===== src/design/qtc_pkg.sv =====
// ============================================================
// Shared constants for the quadrant turns counter
// ============================================================
package qtc_pkg;
  localparam int ANGLE_W = 16;
  localparam int COUNT_W = 11;
  localparam int REG_W = 16;
  localparam int ADDR_W = 6;
  localparam int CHANNELS = 2;

  // Register offsets.
  localparam logic [ADDR_W-1:0] REG_RESET_CONTROL = 6'h0f;
  localparam logic [ADDR_W-1:0] REG_PRIMARY_TURNS_LIVE = 6'h15;
  localparam logic [ADDR_W-1:0] REG_PRIMARY_TURNS_LATCHED = 6'h1b;
  localparam logic [ADDR_W-1:0] REG_SECONDARY_TURNS_LIVE = 6'h1c;
  localparam logic [ADDR_W-1:0] REG_SECONDARY_TURNS_LATCHED = 6'h1d;
  localparam logic [REG_W-1:0] RESET_CONTROL_RESET = 16'h0000;

  // Field positions.
  localparam int TURNS_FIELD_MSB = 10;
  localparam int SATURATION_FLAG_BIT = 12;
  localparam int CONTROL_COUNTER_RESET_BIT = 0;

  // Angle scale: a full turn spans 2^16 codes.
  localparam logic [ANGLE_W-1:0] QUADRANT_SPAN = 16'h4000;
  localparam logic [ANGLE_W-1:0] HYSTERESIS_SPAN = 16'h0400;
  localparam logic signed [COUNT_W-1:0] COUNT_MAX = 11'sh3ff;
  localparam logic signed [COUNT_W-1:0] COUNT_MIN = 11'sh400;

  // Sleep period timing.
  localparam int CLK_HZ = 20_000_000;
  localparam int SLEEP_TIME_US = 1700;
  localparam int SLEEP_CYCLES = SLEEP_TIME_US * (CLK_HZ / 1_000_000);

  typedef enum logic [1:0] {
    QTC_RUN,
    QTC_SLEEP,
    QTC_WAKE,
    QTC_TRANSPORT
  } qtc_power_t;
endpackage


===== src/design/qtc_turns_counter.sv =====
`timescale 1ns/100ps
// Overview of operation
// [RULE1] One quadrant turns counter per channel, following that channel's angle.
// [RULE2] Count changes only after the angle passes a boundary by 5.625 degrees.
// [RULE3] A per-channel configuration bit switches that channel's boundary hysteresis off.
// [RULE4] Each count reads as bits 10..0 of a live and a latched register.
// [RULE5] Counters saturate at +1023 and -1024 and never wrap.
// [RULE6] Saturation sets a sticky flag at bit 12, cleared only by counter reset.
// [RULE7] In low power the wake sample alone updates the count.
// [RULE8] Direction comes from the signed sample difference; 180 degrees is ambiguous.
// [RULE9] Any reset event, including a control register write, resets both counters.
// [RULE10] After reset the count starts at zero or the first sample's quadrant.
// [RULE11] Later steps are counted relative to that initial point.
// [RULE12] Software should program both initialisation selects alike.
// [RULE13] Transport enable plus low-power entry gives transport mode, no counting.
// [RULE14] Any serial input high leaves transport mode.
// [RULE15] Transport mode is never entered while transport enable is zero.
// [RULE16] Shadow transport bit clears on transport exit when the stored bit is zero.
// [RULE17] Low power is entered only with all serial inputs low and not disabled.
// [RULE18] The sleep state times the period, then wakes to take a sample.
// [RULE19] Any serial input high leaves low-power mode.
// [RULE20] Turns counts are two's-complement signed values.
// [RULE21] Quadrant 0 is 0 to below 90 degrees, then 1, 2, 3.
module qtc_turns_counter #(
  parameter int SLEEP_CYCLES = qtc_pkg::SLEEP_CYCLES
) (
  input wire logic clk_i,
  input wire logic resetn_i,
  input wire logic [qtc_pkg::ANGLE_W-1:0] primary_angle_i,
  input wire logic [qtc_pkg::ANGLE_W-1:0] secondary_angle_i,
  input wire logic angle_valid_i,
  input wire logic primary_boundary_hysteresis_off_i,
  input wire logic secondary_boundary_hysteresis_off_i,
  input wire logic primary_count_init_select_i,
  input wire logic secondary_count_init_select_i,
  input wire logic low_power_disable_i,
  input wire logic transport_enable_stored_i,
  input wire logic transport_shadow_load_i,
  input wire logic transport_shadow_value_i,
  input wire logic spi_sclk_i,
  input wire logic spi_mosi_i,
  input wire logic spi_csn_i,
  input wire logic count_latch_i,
  input wire logic [qtc_pkg::ADDR_W-1:0] reg_addr_i,
  input wire logic reg_write_i,
  input wire logic reg_read_i,
  input wire logic [qtc_pkg::REG_W-1:0] reg_wdata_i,
  output logic [qtc_pkg::REG_W-1:0] reg_rdata_o,
  output logic low_power_mode_o,
  output logic transport_mode_o,
  output logic sleep_osc_enable_o,
  output logic sample_request_o,
  output logic transport_enable_o
);
  import qtc_pkg::*;

  localparam int SLEEP_W = $clog2(SLEEP_CYCLES + 1);
  localparam logic [SLEEP_W-1:0] SLEEP_RELOAD = SLEEP_W'(SLEEP_CYCLES - 1);

  // ============================================================
  // Register port decode
  // ============================================================
  logic [REG_W-1:0] reset_control;
  logic [REG_W-1:0] next_reset_control;
  logic [REG_W-1:0] next_reg_rdata;
  logic counter_clear;
  logic [REG_W-1:0] live_word [CHANNELS];
  logic [REG_W-1:0] latched_word [CHANNELS];

  always_comb
  begin
    next_reset_control = reset_control;
    next_reg_rdata = reg_rdata_o;
    counter_clear = 1'b0;
    if (reg_write_i && reg_addr_i == REG_RESET_CONTROL)
    begin
      // The reset bit acts as a command and never reads back as set.
      next_reset_control = reg_wdata_i;
      next_reset_control[CONTROL_COUNTER_RESET_BIT] = 1'b0;
      // [RULE9] control write reset
      counter_clear = reg_wdata_i[CONTROL_COUNTER_RESET_BIT];
    end
    if (reg_read_i)
    begin
      // [RULE4] live and latched readback
      case (reg_addr_i)
        REG_RESET_CONTROL: next_reg_rdata = reset_control;
        REG_PRIMARY_TURNS_LIVE: next_reg_rdata = live_word[0];
        REG_PRIMARY_TURNS_LATCHED: next_reg_rdata = latched_word[0];
        REG_SECONDARY_TURNS_LIVE: next_reg_rdata = live_word[1];
        REG_SECONDARY_TURNS_LATCHED: next_reg_rdata = latched_word[1];
        default: next_reg_rdata = '0;
      endcase
    end
  end

  always_ff @(posedge clk_i or negedge resetn_i)
  begin
    if (!resetn_i)
    begin
      reset_control <= RESET_CONTROL_RESET;
      reg_rdata_o <= '0;
    end
    else
    begin
      reset_control <= next_reset_control;
      reg_rdata_o <= next_reg_rdata;
    end
  end

  // ============================================================
  // Power state control
  // ============================================================
  qtc_power_t state;
  qtc_power_t next_state;
  logic [SLEEP_W-1:0] sleep_count;
  logic [SLEEP_W-1:0] next_sleep_count;
  logic next_transport_enable;
  logic pins_low;
  logic sample_take;

  always_comb
  begin
    next_state = state;
    next_sleep_count = sleep_count;
    next_transport_enable = transport_enable_o;
    pins_low = !spi_sclk_i && !spi_mosi_i && !spi_csn_i;
    case (state)
      QTC_RUN:
      begin
        // [RULE17] entry condition
        if (pins_low && !low_power_disable_i)
        begin
          // [RULE13] transport instead of sleep
          // [RULE15] only with enable set
          if (transport_enable_o)
            next_state = QTC_TRANSPORT;
          else
            next_state = QTC_SLEEP;
          next_sleep_count = SLEEP_RELOAD;
        end
      end
      QTC_SLEEP:
      begin
        // [RULE19] wake on serial activity
        if (!pins_low)
          next_state = QTC_RUN;
        // [RULE18] sleep period expiry
        else if (sleep_count == '0)
          next_state = QTC_WAKE;
        else
          next_sleep_count = sleep_count - 1'b1;
      end
      QTC_WAKE:
      begin
        if (!pins_low)
          next_state = QTC_RUN;
        else if (angle_valid_i)
        begin
          next_state = QTC_SLEEP;
          next_sleep_count = SLEEP_RELOAD;
        end
      end
      QTC_TRANSPORT:
      begin
        // [RULE14] serial line high exits
        if (!pins_low)
        begin
          next_state = QTC_RUN;
          // [RULE16] volatile enable clears
          if (!transport_enable_stored_i)
            next_transport_enable = 1'b0;
        end
      end
      default: next_state = QTC_RUN;
    endcase
    // A shadow write in the exit cycle wins over the automatic clear.
    if (transport_shadow_load_i)
      next_transport_enable = transport_shadow_value_i;
  end

  // [RULE7] only run-mode and wake samples count
  assign sample_take = angle_valid_i && (state == QTC_RUN || state == QTC_WAKE);

  always_ff @(posedge clk_i or negedge resetn_i)
  begin
    if (!resetn_i)
    begin
      state <= QTC_RUN;
      sleep_count <= '0;
      transport_enable_o <= 1'b0;
      low_power_mode_o <= 1'b0;
      transport_mode_o <= 1'b0;
      sleep_osc_enable_o <= 1'b0;
      sample_request_o <= 1'b0;
    end
    else
    begin
      state <= next_state;
      sleep_count <= next_sleep_count;
      transport_enable_o <= next_transport_enable;
      low_power_mode_o <= (next_state != QTC_RUN);
      transport_mode_o <= (next_state == QTC_TRANSPORT);
      // [RULE13] oscillator stopped in transport
      sleep_osc_enable_o <= (next_state == QTC_SLEEP || next_state == QTC_WAKE);
      sample_request_o <= (next_state == QTC_WAKE);
    end
  end

  // ============================================================
  // Per-channel turns counters
  // ============================================================
  logic [ANGLE_W-1:0] angle [CHANNELS];
  logic [CHANNELS-1:0] hyst_off;
  logic [CHANNELS-1:0] init_select;

  assign angle[0] = primary_angle_i;
  assign angle[1] = secondary_angle_i;
  // [RULE3] per-channel hysteresis disable
  assign hyst_off = {secondary_boundary_hysteresis_off_i, primary_boundary_hysteresis_off_i};
  assign init_select = {secondary_count_init_select_i, primary_count_init_select_i};

  for (genvar ch = 0; ch < CHANNELS; ch++)
  begin : g_chan
    // [RULE20] signed count storage
    logic signed [COUNT_W-1:0] count;
    logic signed [COUNT_W-1:0] next_count;
    logic signed [COUNT_W-1:0] held_count;
    logic signed [COUNT_W-1:0] next_held_count;
    logic [1:0] quad;
    logic [1:0] next_quad;
    logic flag;
    logic next_flag;
    logic held_flag;
    logic next_held_flag;
    logic armed;
    logic next_armed;
    logic [ANGLE_W-1:0] hyst;
    logic signed [ANGLE_W-1:0] offset;
    logic signed [ANGLE_W-1:0] up_limit;
    logic signed [ANGLE_W-1:0] down_limit;

    always_comb
    begin
      next_count = count;
      next_quad = quad;
      next_flag = flag;
      next_armed = armed;
      // [RULE2] boundary hysteresis margin
      hyst = hyst_off[ch] ? '0 : HYSTERESIS_SPAN;
      up_limit = $signed(QUADRANT_SPAN + hyst);
      down_limit = -$signed(hyst);
      // [RULE8] signed distance from reference
      offset = $signed(angle[ch] - {quad, {(ANGLE_W - 2){1'b0}}});
      if (counter_clear)
      begin
        next_count = '0;
        next_quad = '0;
        next_flag = 1'b0;
        next_armed = 1'b0;
      end
      else if (sample_take)
      begin
        if (!armed)
        begin
          next_armed = 1'b1;
          // [RULE21] quadrant from top bits
          next_quad = angle[ch][ANGLE_W-1:ANGLE_W-2];
          // [RULE10] zero or quadrant start
          next_count = init_select[ch] ? $signed({{(COUNT_W - 2){1'b0}}, angle[ch][ANGLE_W-1:ANGLE_W-2]}) : '0;
        end
        // [RULE1] quadrant step tracking
        // [RULE11] relative to initial point
        else if (offset >= up_limit)
        begin
          next_quad = quad + 2'h1;
          // [RULE5] saturate at upper limit
          if (count == COUNT_MAX)
            next_flag = 1'b1;
          else
            next_count = count + 11'sh001;
        end
        else if (offset < down_limit)
        begin
          next_quad = quad - 2'h1;
          if (count == COUNT_MIN)
            next_flag = 1'b1;
          else
            next_count = count - 11'sh001;
        end
      end
      next_held_count = count_latch_i ? count : held_count;
      // [RULE6] sticky flag in both copies
      next_held_flag = (held_flag || next_flag || (count_latch_i && flag)) && !counter_clear;
      if (counter_clear)
        next_held_count = '0;
    end

    always_ff @(posedge clk_i or negedge resetn_i)
    begin
      if (!resetn_i)
      begin
        count <= '0;
        held_count <= '0;
        quad <= '0;
        flag <= 1'b0;
        held_flag <= 1'b0;
        armed <= 1'b0;
      end
      else
      begin
        count <= next_count;
        held_count <= next_held_count;
        quad <= next_quad;
        flag <= next_flag;
        held_flag <= next_held_flag;
        armed <= next_armed;
      end
    end

    // [RULE4] eleven-bit field, flag at bit 12
    always_comb
    begin
      live_word[ch] = '0;
      live_word[ch][TURNS_FIELD_MSB:0] = count;
      live_word[ch][SATURATION_FLAG_BIT] = flag;
      latched_word[ch] = '0;
      latched_word[ch][TURNS_FIELD_MSB:0] = held_count;
      latched_word[ch][SATURATION_FLAG_BIT] = held_flag;
    end
  end

endmodule


===== config.mk =====
export PLATFORM = sky130hd
export DESIGN_NAME = qtc_turns_counter
export DESIGN_NICKNAME = d
export VERILOG_FILES = /design/src/design/qtc_pkg.sv /design/src/design/qtc_turns_counter.sv
export SDC_FILE = /design/constraint.sdc
export NUM_CORES = 1
export LEC_CHECK = 0
export ABC_AREA = 1
export BUFFER_PORTS_ARGS = -buffer_cell sky130_fd_sc_hd__buf_2
export CAP_MARGIN = 20
export CORE_MARGIN = 2
export CORE_UTILIZATION = 53
export CTS_CLUSTER_DIAMETER = 100
export CTS_CLUSTER_SIZE = 28
export DETAILED_ROUTE_END_ITERATION = 10
export MAX_ROUTING_LAYER = met4
export PLACE_DENSITY_LB_ADDON = 0.3
export SLEW_MARGIN = 20
export SYNTH_ARGS = -nofsm -noshare
export SYNTH_HDL_FRONTEND = slang
export SYNTH_SLANG_ARGS = --single-unit
export TNS_END_PERCENT = 5

===== constraint.sdc =====
create_clock -name clk_i -period 3 [get_ports clk_i]
set_input_delay 0.75 -clock clk_i [delete_from_list [all_inputs] [get_ports clk_i]]
set_output_delay 0.75 -clock clk_i [all_outputs]
set_load 0.01 [all_outputs]

Word level (Yosys, flattened, before mapping)
Index checks and enable logic that the tools add are counted.
{ "word_totals": {"register_bits": 107, "latchBits": 0, "ram_bits": 0, "rom_bits": 0, "input_bits": 71, "out_inout_bits": 21, "elab_cells": 168, "n_memories": 0} }
{ "classes": {"n_addsub": 15, "n_mul": 0, "div_mod_pow": 0, "magnitude_cmp": 4, "eq_ne": 28, "shift": 0, "muxes": 68, "n_bitwise": 0, "n_reduce_logical": 33} }
{ "ops": {"columns": ["op", "count"], "rows": [
  ["$mux W11", 20],
  ["$mux W16", 5],
  ["$pmux W16 S5", 1],
  ["$pmux W16 S3", 1],
  ["$eq A11 B11 Y1 const B", 4],
  ["$mux W2", 19],
  ["$add A15 B11 Y16 const A", 2],
  ["$ge A16 B16 Y1", 2],
  ["$lt A16 B16 Y1", 2],
  ["$neg A11 Y16", 2],
  ["$sub A16 B16 Y16", 2],
  ["$eq A6 B5 Y1 const B", 4],
  ["$add A11 B2 Y11 const B", 2],
  ["$sub A11 B2 Y11 const B", 2],
  ["$mux W1", 21],
  ["$logic_not A16 Y1", 1],
  ["$ne A4 B4 Y1 const B", 4],
  ["$sub A16 B1 Y16 const B", 1],
  ["$ne A2 B2 Y1 const B", 6],
  ["$logic_and A1 B1 Y1", 9],
  ["$eq A2 B2 Y1 const B", 4],
  ["$ne A4 B2 Y1 const B", 2],
  ["$pmux W2 S4", 1],
  ["$reduce_and A4 Y1", 2],
  ["other kinds (13)", 29]
]} }

Depth between registers and ports, before layout
{ "depth": {"depth_word": 11, "depth_mapped": 19, "ltp_nobuf": 19} }

Worst setup path after synthesis
No wires, ideal clock.
{ "synth_path": {"kind": "input to register", "start": "in primary_angle_i[10] (netlist name)", "end": "reg g_chan[0].count[6]", "setup_ps": 126, "arrival_time_ps": 2747, "t_required_ps": 2874, "path_slack_ps": 126, "path_stages": 16, "path_buffers": 0, "path_cell_list": "inv_1 -> ha_1 -> nor3b_1 -> nand2_1 -> nand2_1 -> nand2_2 -> ha_1 -> nand3_1 -> nand3_1 -> nand2_1 -> nand2_1 -> or2_2 -> nand3_1 -> nor2_1 -> nand2_1 -> o21ai_0"} }
{ "synth_via": {"elab_chain_len": 6, "elab_cells_between_ends": 11, "cone_classes": "1 x add/sub; 2 x order compare; 3 x eq/ne; 4 x mux; 1 x reduce/logical"} }
{ "synth_lines": {"columns": ["element", "line_no", "source"], "rows": [
  ["start, declared", "qtc_turns_counter.sv:29", "input wire logic [qtc_pkg::ANGLE_W-1:0] primary_angle_i,"],
  ["$sub A16 B16 Y16 *", "qtc_turns_counter.sv:254", "offset = $signed(angle[ch] - {quad, {(ANGLE_W - 2){1'b0}}});"],
  ["$ge A16 B16 Y1", "qtc_turns_counter.sv:274", "else if (offset >= up_limit)"],
  ["$mux W11", "qtc_turns_counter.sv:274", null],
  ["$mux W11", "qtc_turns_counter.sv:264", "if (!armed)"],
  ["$mux W11", "qtc_turns_counter.sv:262", "else if (sample_take)"],
  ["$mux W11", "qtc_turns_counter.sv:255", "if (counter_clear)"],
  ["end signal, assigned", "qtc_turns_counter.sv:312", "count <= next_count;"],
  ["end, declared", "qtc_turns_counter.sv:226", "logic signed [COUNT_W-1:0] count;"]
]} }
Every way passes the cells marked *; elsewhere a longest branch is shown, timed or not. The select of a mux whose other input is x is not followed.
A chain may end at the register's enable or synchronous reset.

Worst setup path after layout
{ "layout_path": {"start": "in primary_angle_i[10] (netlist name)", "end": "reg g_chan[0].count[10]"} }
The elaborated chain is that of the path after synthesis.

==> run_results.csv <==
group,metric,value,unit
outcome,status,"complete, no violations",
clock_tree,cts.hold.buffers_added,0,
floorplan,die_h,121,microns
logic_synthesis,avgSynthCellArea,7.00,sq um
placed_design,dpl_worst_slack,-70.2,ps
timing,clock_skew,13.6,ps
logic_synthesis,yosys_warnings,0,
final_layout,area_delta_synth_final,15.7,%
clock_tree,cts_tree,"built",
clock_tree,cts-root-buf,"clkbuf_16",
floorplan,coreArea,0.0133,sq mm
global_route,antenna_found_initial,0,
timing,setup_slack,258,ps
detailed_routing,remaining_drc_errors,0,
timing,hold_viol,0,
logic_synthesis,yosysSeqAreaShare,36.9,%
logic_synthesis,yosys-top-cells-area,"dfrtp_1 (37%), nand2_1 (11%), inv_1 (9.5%)",
power_and_ir_drop,share_seq_of_total_power,28.4,%
floorplan,pin_count,92,
timing,tns,0,ps
timing,slew_headroom,51.7,%
global_route,overflow,0,
detailed_routing,drt-initial-drc-count,614,
clock_tree,clk_pin_slew,70,ps
final_layout,diodes,0,
setup_path,reg2regPathDepth,15,
run,maxCapViolCount,0,
logic_synthesis,synthesis.area,0.00726,sq mm
timing,setup_viol,0,
setup_path,cp_cell_sequence,"buf_2, inv_1, ha_1, nor3b_1, nand2_1, nand2_1, nand2_2, buf_4, ha_1, nand2_1, nor2_1, nand3_1, nand3_1, nand3b_1, nand2_1, nand3_1, nand2_1",
placed_design,numPortBuffers,91,
power_and_ir_drop,p_clk_share,15.5,%
power_and_ir_drop,p_sw_share,45.3,%
timing,period_needed,2740,ps
power_and_ir_drop,p_switching,3.56,mW
setup_path,cp.required,3240,ps
timing,rsz0062_at_grt,"true",
power_and_ir_drop,p_leak,4.59,nW
global_route,grt_use_total,26.5,%
setup_path,critical_path.max_fanout,9,
clock_tree,clock_path_buffers,2,
setup_path,start_kind,"input pin",
clock_tree,cts_sinks,107,
power_and_ir_drop,p_per_area,935,mW/mm^2
clock_tree,clk_latency,350,ps
worst_hold_path,hold_class,"in2async",
power_and_ir_drop,comb_power_share,56.1,%
detailed_routing,wl_per_cell,13.6,microns
timing,worst_pin_slew,725,ps
power_and_ir_drop,power,7.86,mW
setup_path,critPathKind,"in2reg",
floorplan,fp.dieW,121,microns
setup_path,arrival,2980,ps
power_and_ir_drop,p_int,4.30,mW
final_layout,layout.area.seq,0.00268,sq mm
final_layout,drive_gt1_share,14.1,%
setup_path,endpoint_kind,"register",
detailed_routing,firstDrtPassIters,5,
setup_path,reg2reg_slack,420,ps
detailed_routing,wirelength,18000,microns
detailed_routing,via_per_inst,5.26,
logic_synthesis,synth_top_area_share,36.9,%
setup_path,critical_path.most_common_cell,"nand2_1",
logic_synthesis,yosysTopAreaCell,"dfrtp_1",
power_and_ir_drop,ir_worst_vdd,0.831,mV
detailed_routing,vias,6988,
clock_tree,htree_levels,3,
logic_synthesis,ys_types,38,
logic_synthesis,synth-seq-cells,107,
setup_path,slowest_stage,"ha_1",
global_route,grt_max_degree,47,
timing,post-route-period-util,91.4,%
placed_design,dp_hpwl,13700,microns
placed_design,routabilityCongestion,0.918,
final_layout,multiInputGateArea,0.00376,sq mm
final_layout,fin_cells,1328,
setup_path,slowest_delay,330,ps
global_route,grt_pass1_vias,6604,
detailed_routing,antenna_left,0,
floorplan,dieArea,0.0146,sq mm
final_layout,final_nets,1259,
final_layout,fin_util,63.2,%
timing,max_freq,0.365,GHz
logic_synthesis,synth_nets,1147,
clock_tree,numCtsBuffers,9,
global_route,grt_pass1_wl,30600,microns
logic_synthesis,synthCells,1036,
timing,maxSlewViolCount,0,
floorplan,start_util,54.6,%
placed_design,place_inst,1313,
final_layout,fillers,1204,
floorplan,std_cell_rows,42,
critical path: cells and delay by family:
kind          cells  cell delay, ps
fa+ha+maj         2             600
buf+inv           3             330
simple gates     12            1290
logic make-up after synthesis:
family	Yosys count	share of synthesized area (%)
adder cells (fa/ha/maj)	40	7.10
multiplexers	5	0.776
buffers and inverters	213	11.4
AO/OA/AOI/OAI	161	12.5
AND/OR/NAND/NOR	493	29.2
XOR/XNOR	17	2.05
flip-flops	107	36.9
power groups by stage:
stage / registers (mW) / logic, mW / clock network [mW]
final: 2.23 / 4.41 / 1.21
after global routing: 2.27 / 5.08 / 1.29
after CTS: 2.22 / 4.37 / 1.23
after detailed placement: 2.25 / 4.33 / 0
after global placement: 2.23 / 4.27 / 0
after floorplan: 2.08 / 3.18 / 0
synthesized netlist by cell type:
cell	count
buf_1	2
or2_0	1
nand4_1	25
nand2_1	220
xnor2_1	5
o21bai_1	3
dfrtp_1	107
a22oi_1	2
nand2_4	1
mux2_2	5
nor2_1	135
xor2_1	12
clkinv_1	3
nand4_4	1
nor2_4	3
and3_1	1
clkbuf_1	18
a21oi_1	44
a21boi_0	3
inv_1	183
nand3b_1	2
fa_1	2
or2_2	4
a21oi_2	2
buf_2	3
nand2_2	3
nand3_1	66
o22ai_1	24
nor4_1	3
nor3_1	25
a31oi_1	25
nor3b_1	2
o31ai_1	6
ha_1	38
o21ai_0	52
and2_1	1
inv_2	1
buf_6	3
what timing repair did:
action / 4_1_cts / 5_1_grt
setup buffers: 0 / 0
setup endpoints to repair: 0 / 1
resized for setup: 0 / 1
endpoints found under the hold margin: 0 / 0
layer usage:
layer	track usage, %	wire length [microns]	up-vias
met5	-	0	-
met4	7.05	313	0
met3	4.04	1060	31
met2	41.2	8280	217
met1	36.4	8380	3176
li1	-	-	3564
final timing paths:
path | from | to
worst max-delay path | primary_angle_i[10] | g_chan[0].count[10]$_DFFE_PN0P_
worst min-delay path | resetn_i | g_chan[1].count[8]$_DFFE_PN0P_
worst max register to register | g_chan[1].quad[0]$_DFFE_PN0P_ | g_chan[1].count[9]$_DFFE_PN0P_
worst min register to register | reg_rdata_o[13]$_DFFE_PN0P_ | reg_rdata_o[13]$_DFFE_PN0P_
max in group asynchronous | resetn_i | sleep_count[14]$_DFFE_PN0P_
min in group clk_i | reg_rdata_o[13]$_DFFE_PN0P_ | reg_rdata_o[13]$_DFFE_PN0P_
flip-flops by register name, indices dropped and copies added (netlist names):
register and flops:
g_chan.count 22, g_chan.quad 4, reset_control 15, g_chan.held_flag 2, sample_request_o 1, transport_enable_o 1, low_power_mode_o 1, sleep_count 16
transport_mode_o 1, g_chan.armed 1, sleep_osc_enable_o 1, g_chan.held_count 22, reg_rdata_o 16, g_chan.flag 2, state 2
stage by stage:
stage          instance area (sq um)  hold WS, ps
3_5_place_dp                    8090          483
3_3_place_gp                    8090          472
5_1_grt                         8400          459
6_report                        8400          411
4_1_cts                         8390          426
2_1_floorplan                   7260          454
placed cells by master, fill, tap and decap left out, types with 2 or more instances in the layout:
cell type	instances
xnor2_1	5
nor2_1	135
nand4_1	25
clkinv_1	3
nand2_1	220
a22oi_1	2
a21oi_1	43
or2_2	4
nor4_1	3
nor2_4	3
o21bai_1	3
o31ai_1	6
xor2_1	12
a31oi_1	25
o21ai_0	52
ha_1	38
nor3_1	25
buf_2	90
inv_1	183
buf_4	36
nand3b_1	2
a21boi_0	3
nor3b_1	2
a21oi_2	3
mux2_2	5
fa_1	2
dfrtp_1	107
o22ai_1	24
nand2_2	3
nand3_1	66
clkbuf_16	9
area by class of cell:
cell class / instances / area share (%)
clock buffer: 11 / 2.89
clock inverter: 4 / 0.700
inverter: 187 / 8.36
multi-input combinational: 716 / 44.7
sequential: 107 / 31.9
tap: 176 / 2.62
timing repair buffer: 127 / 8.82
(Power assumes the default switching activity.)
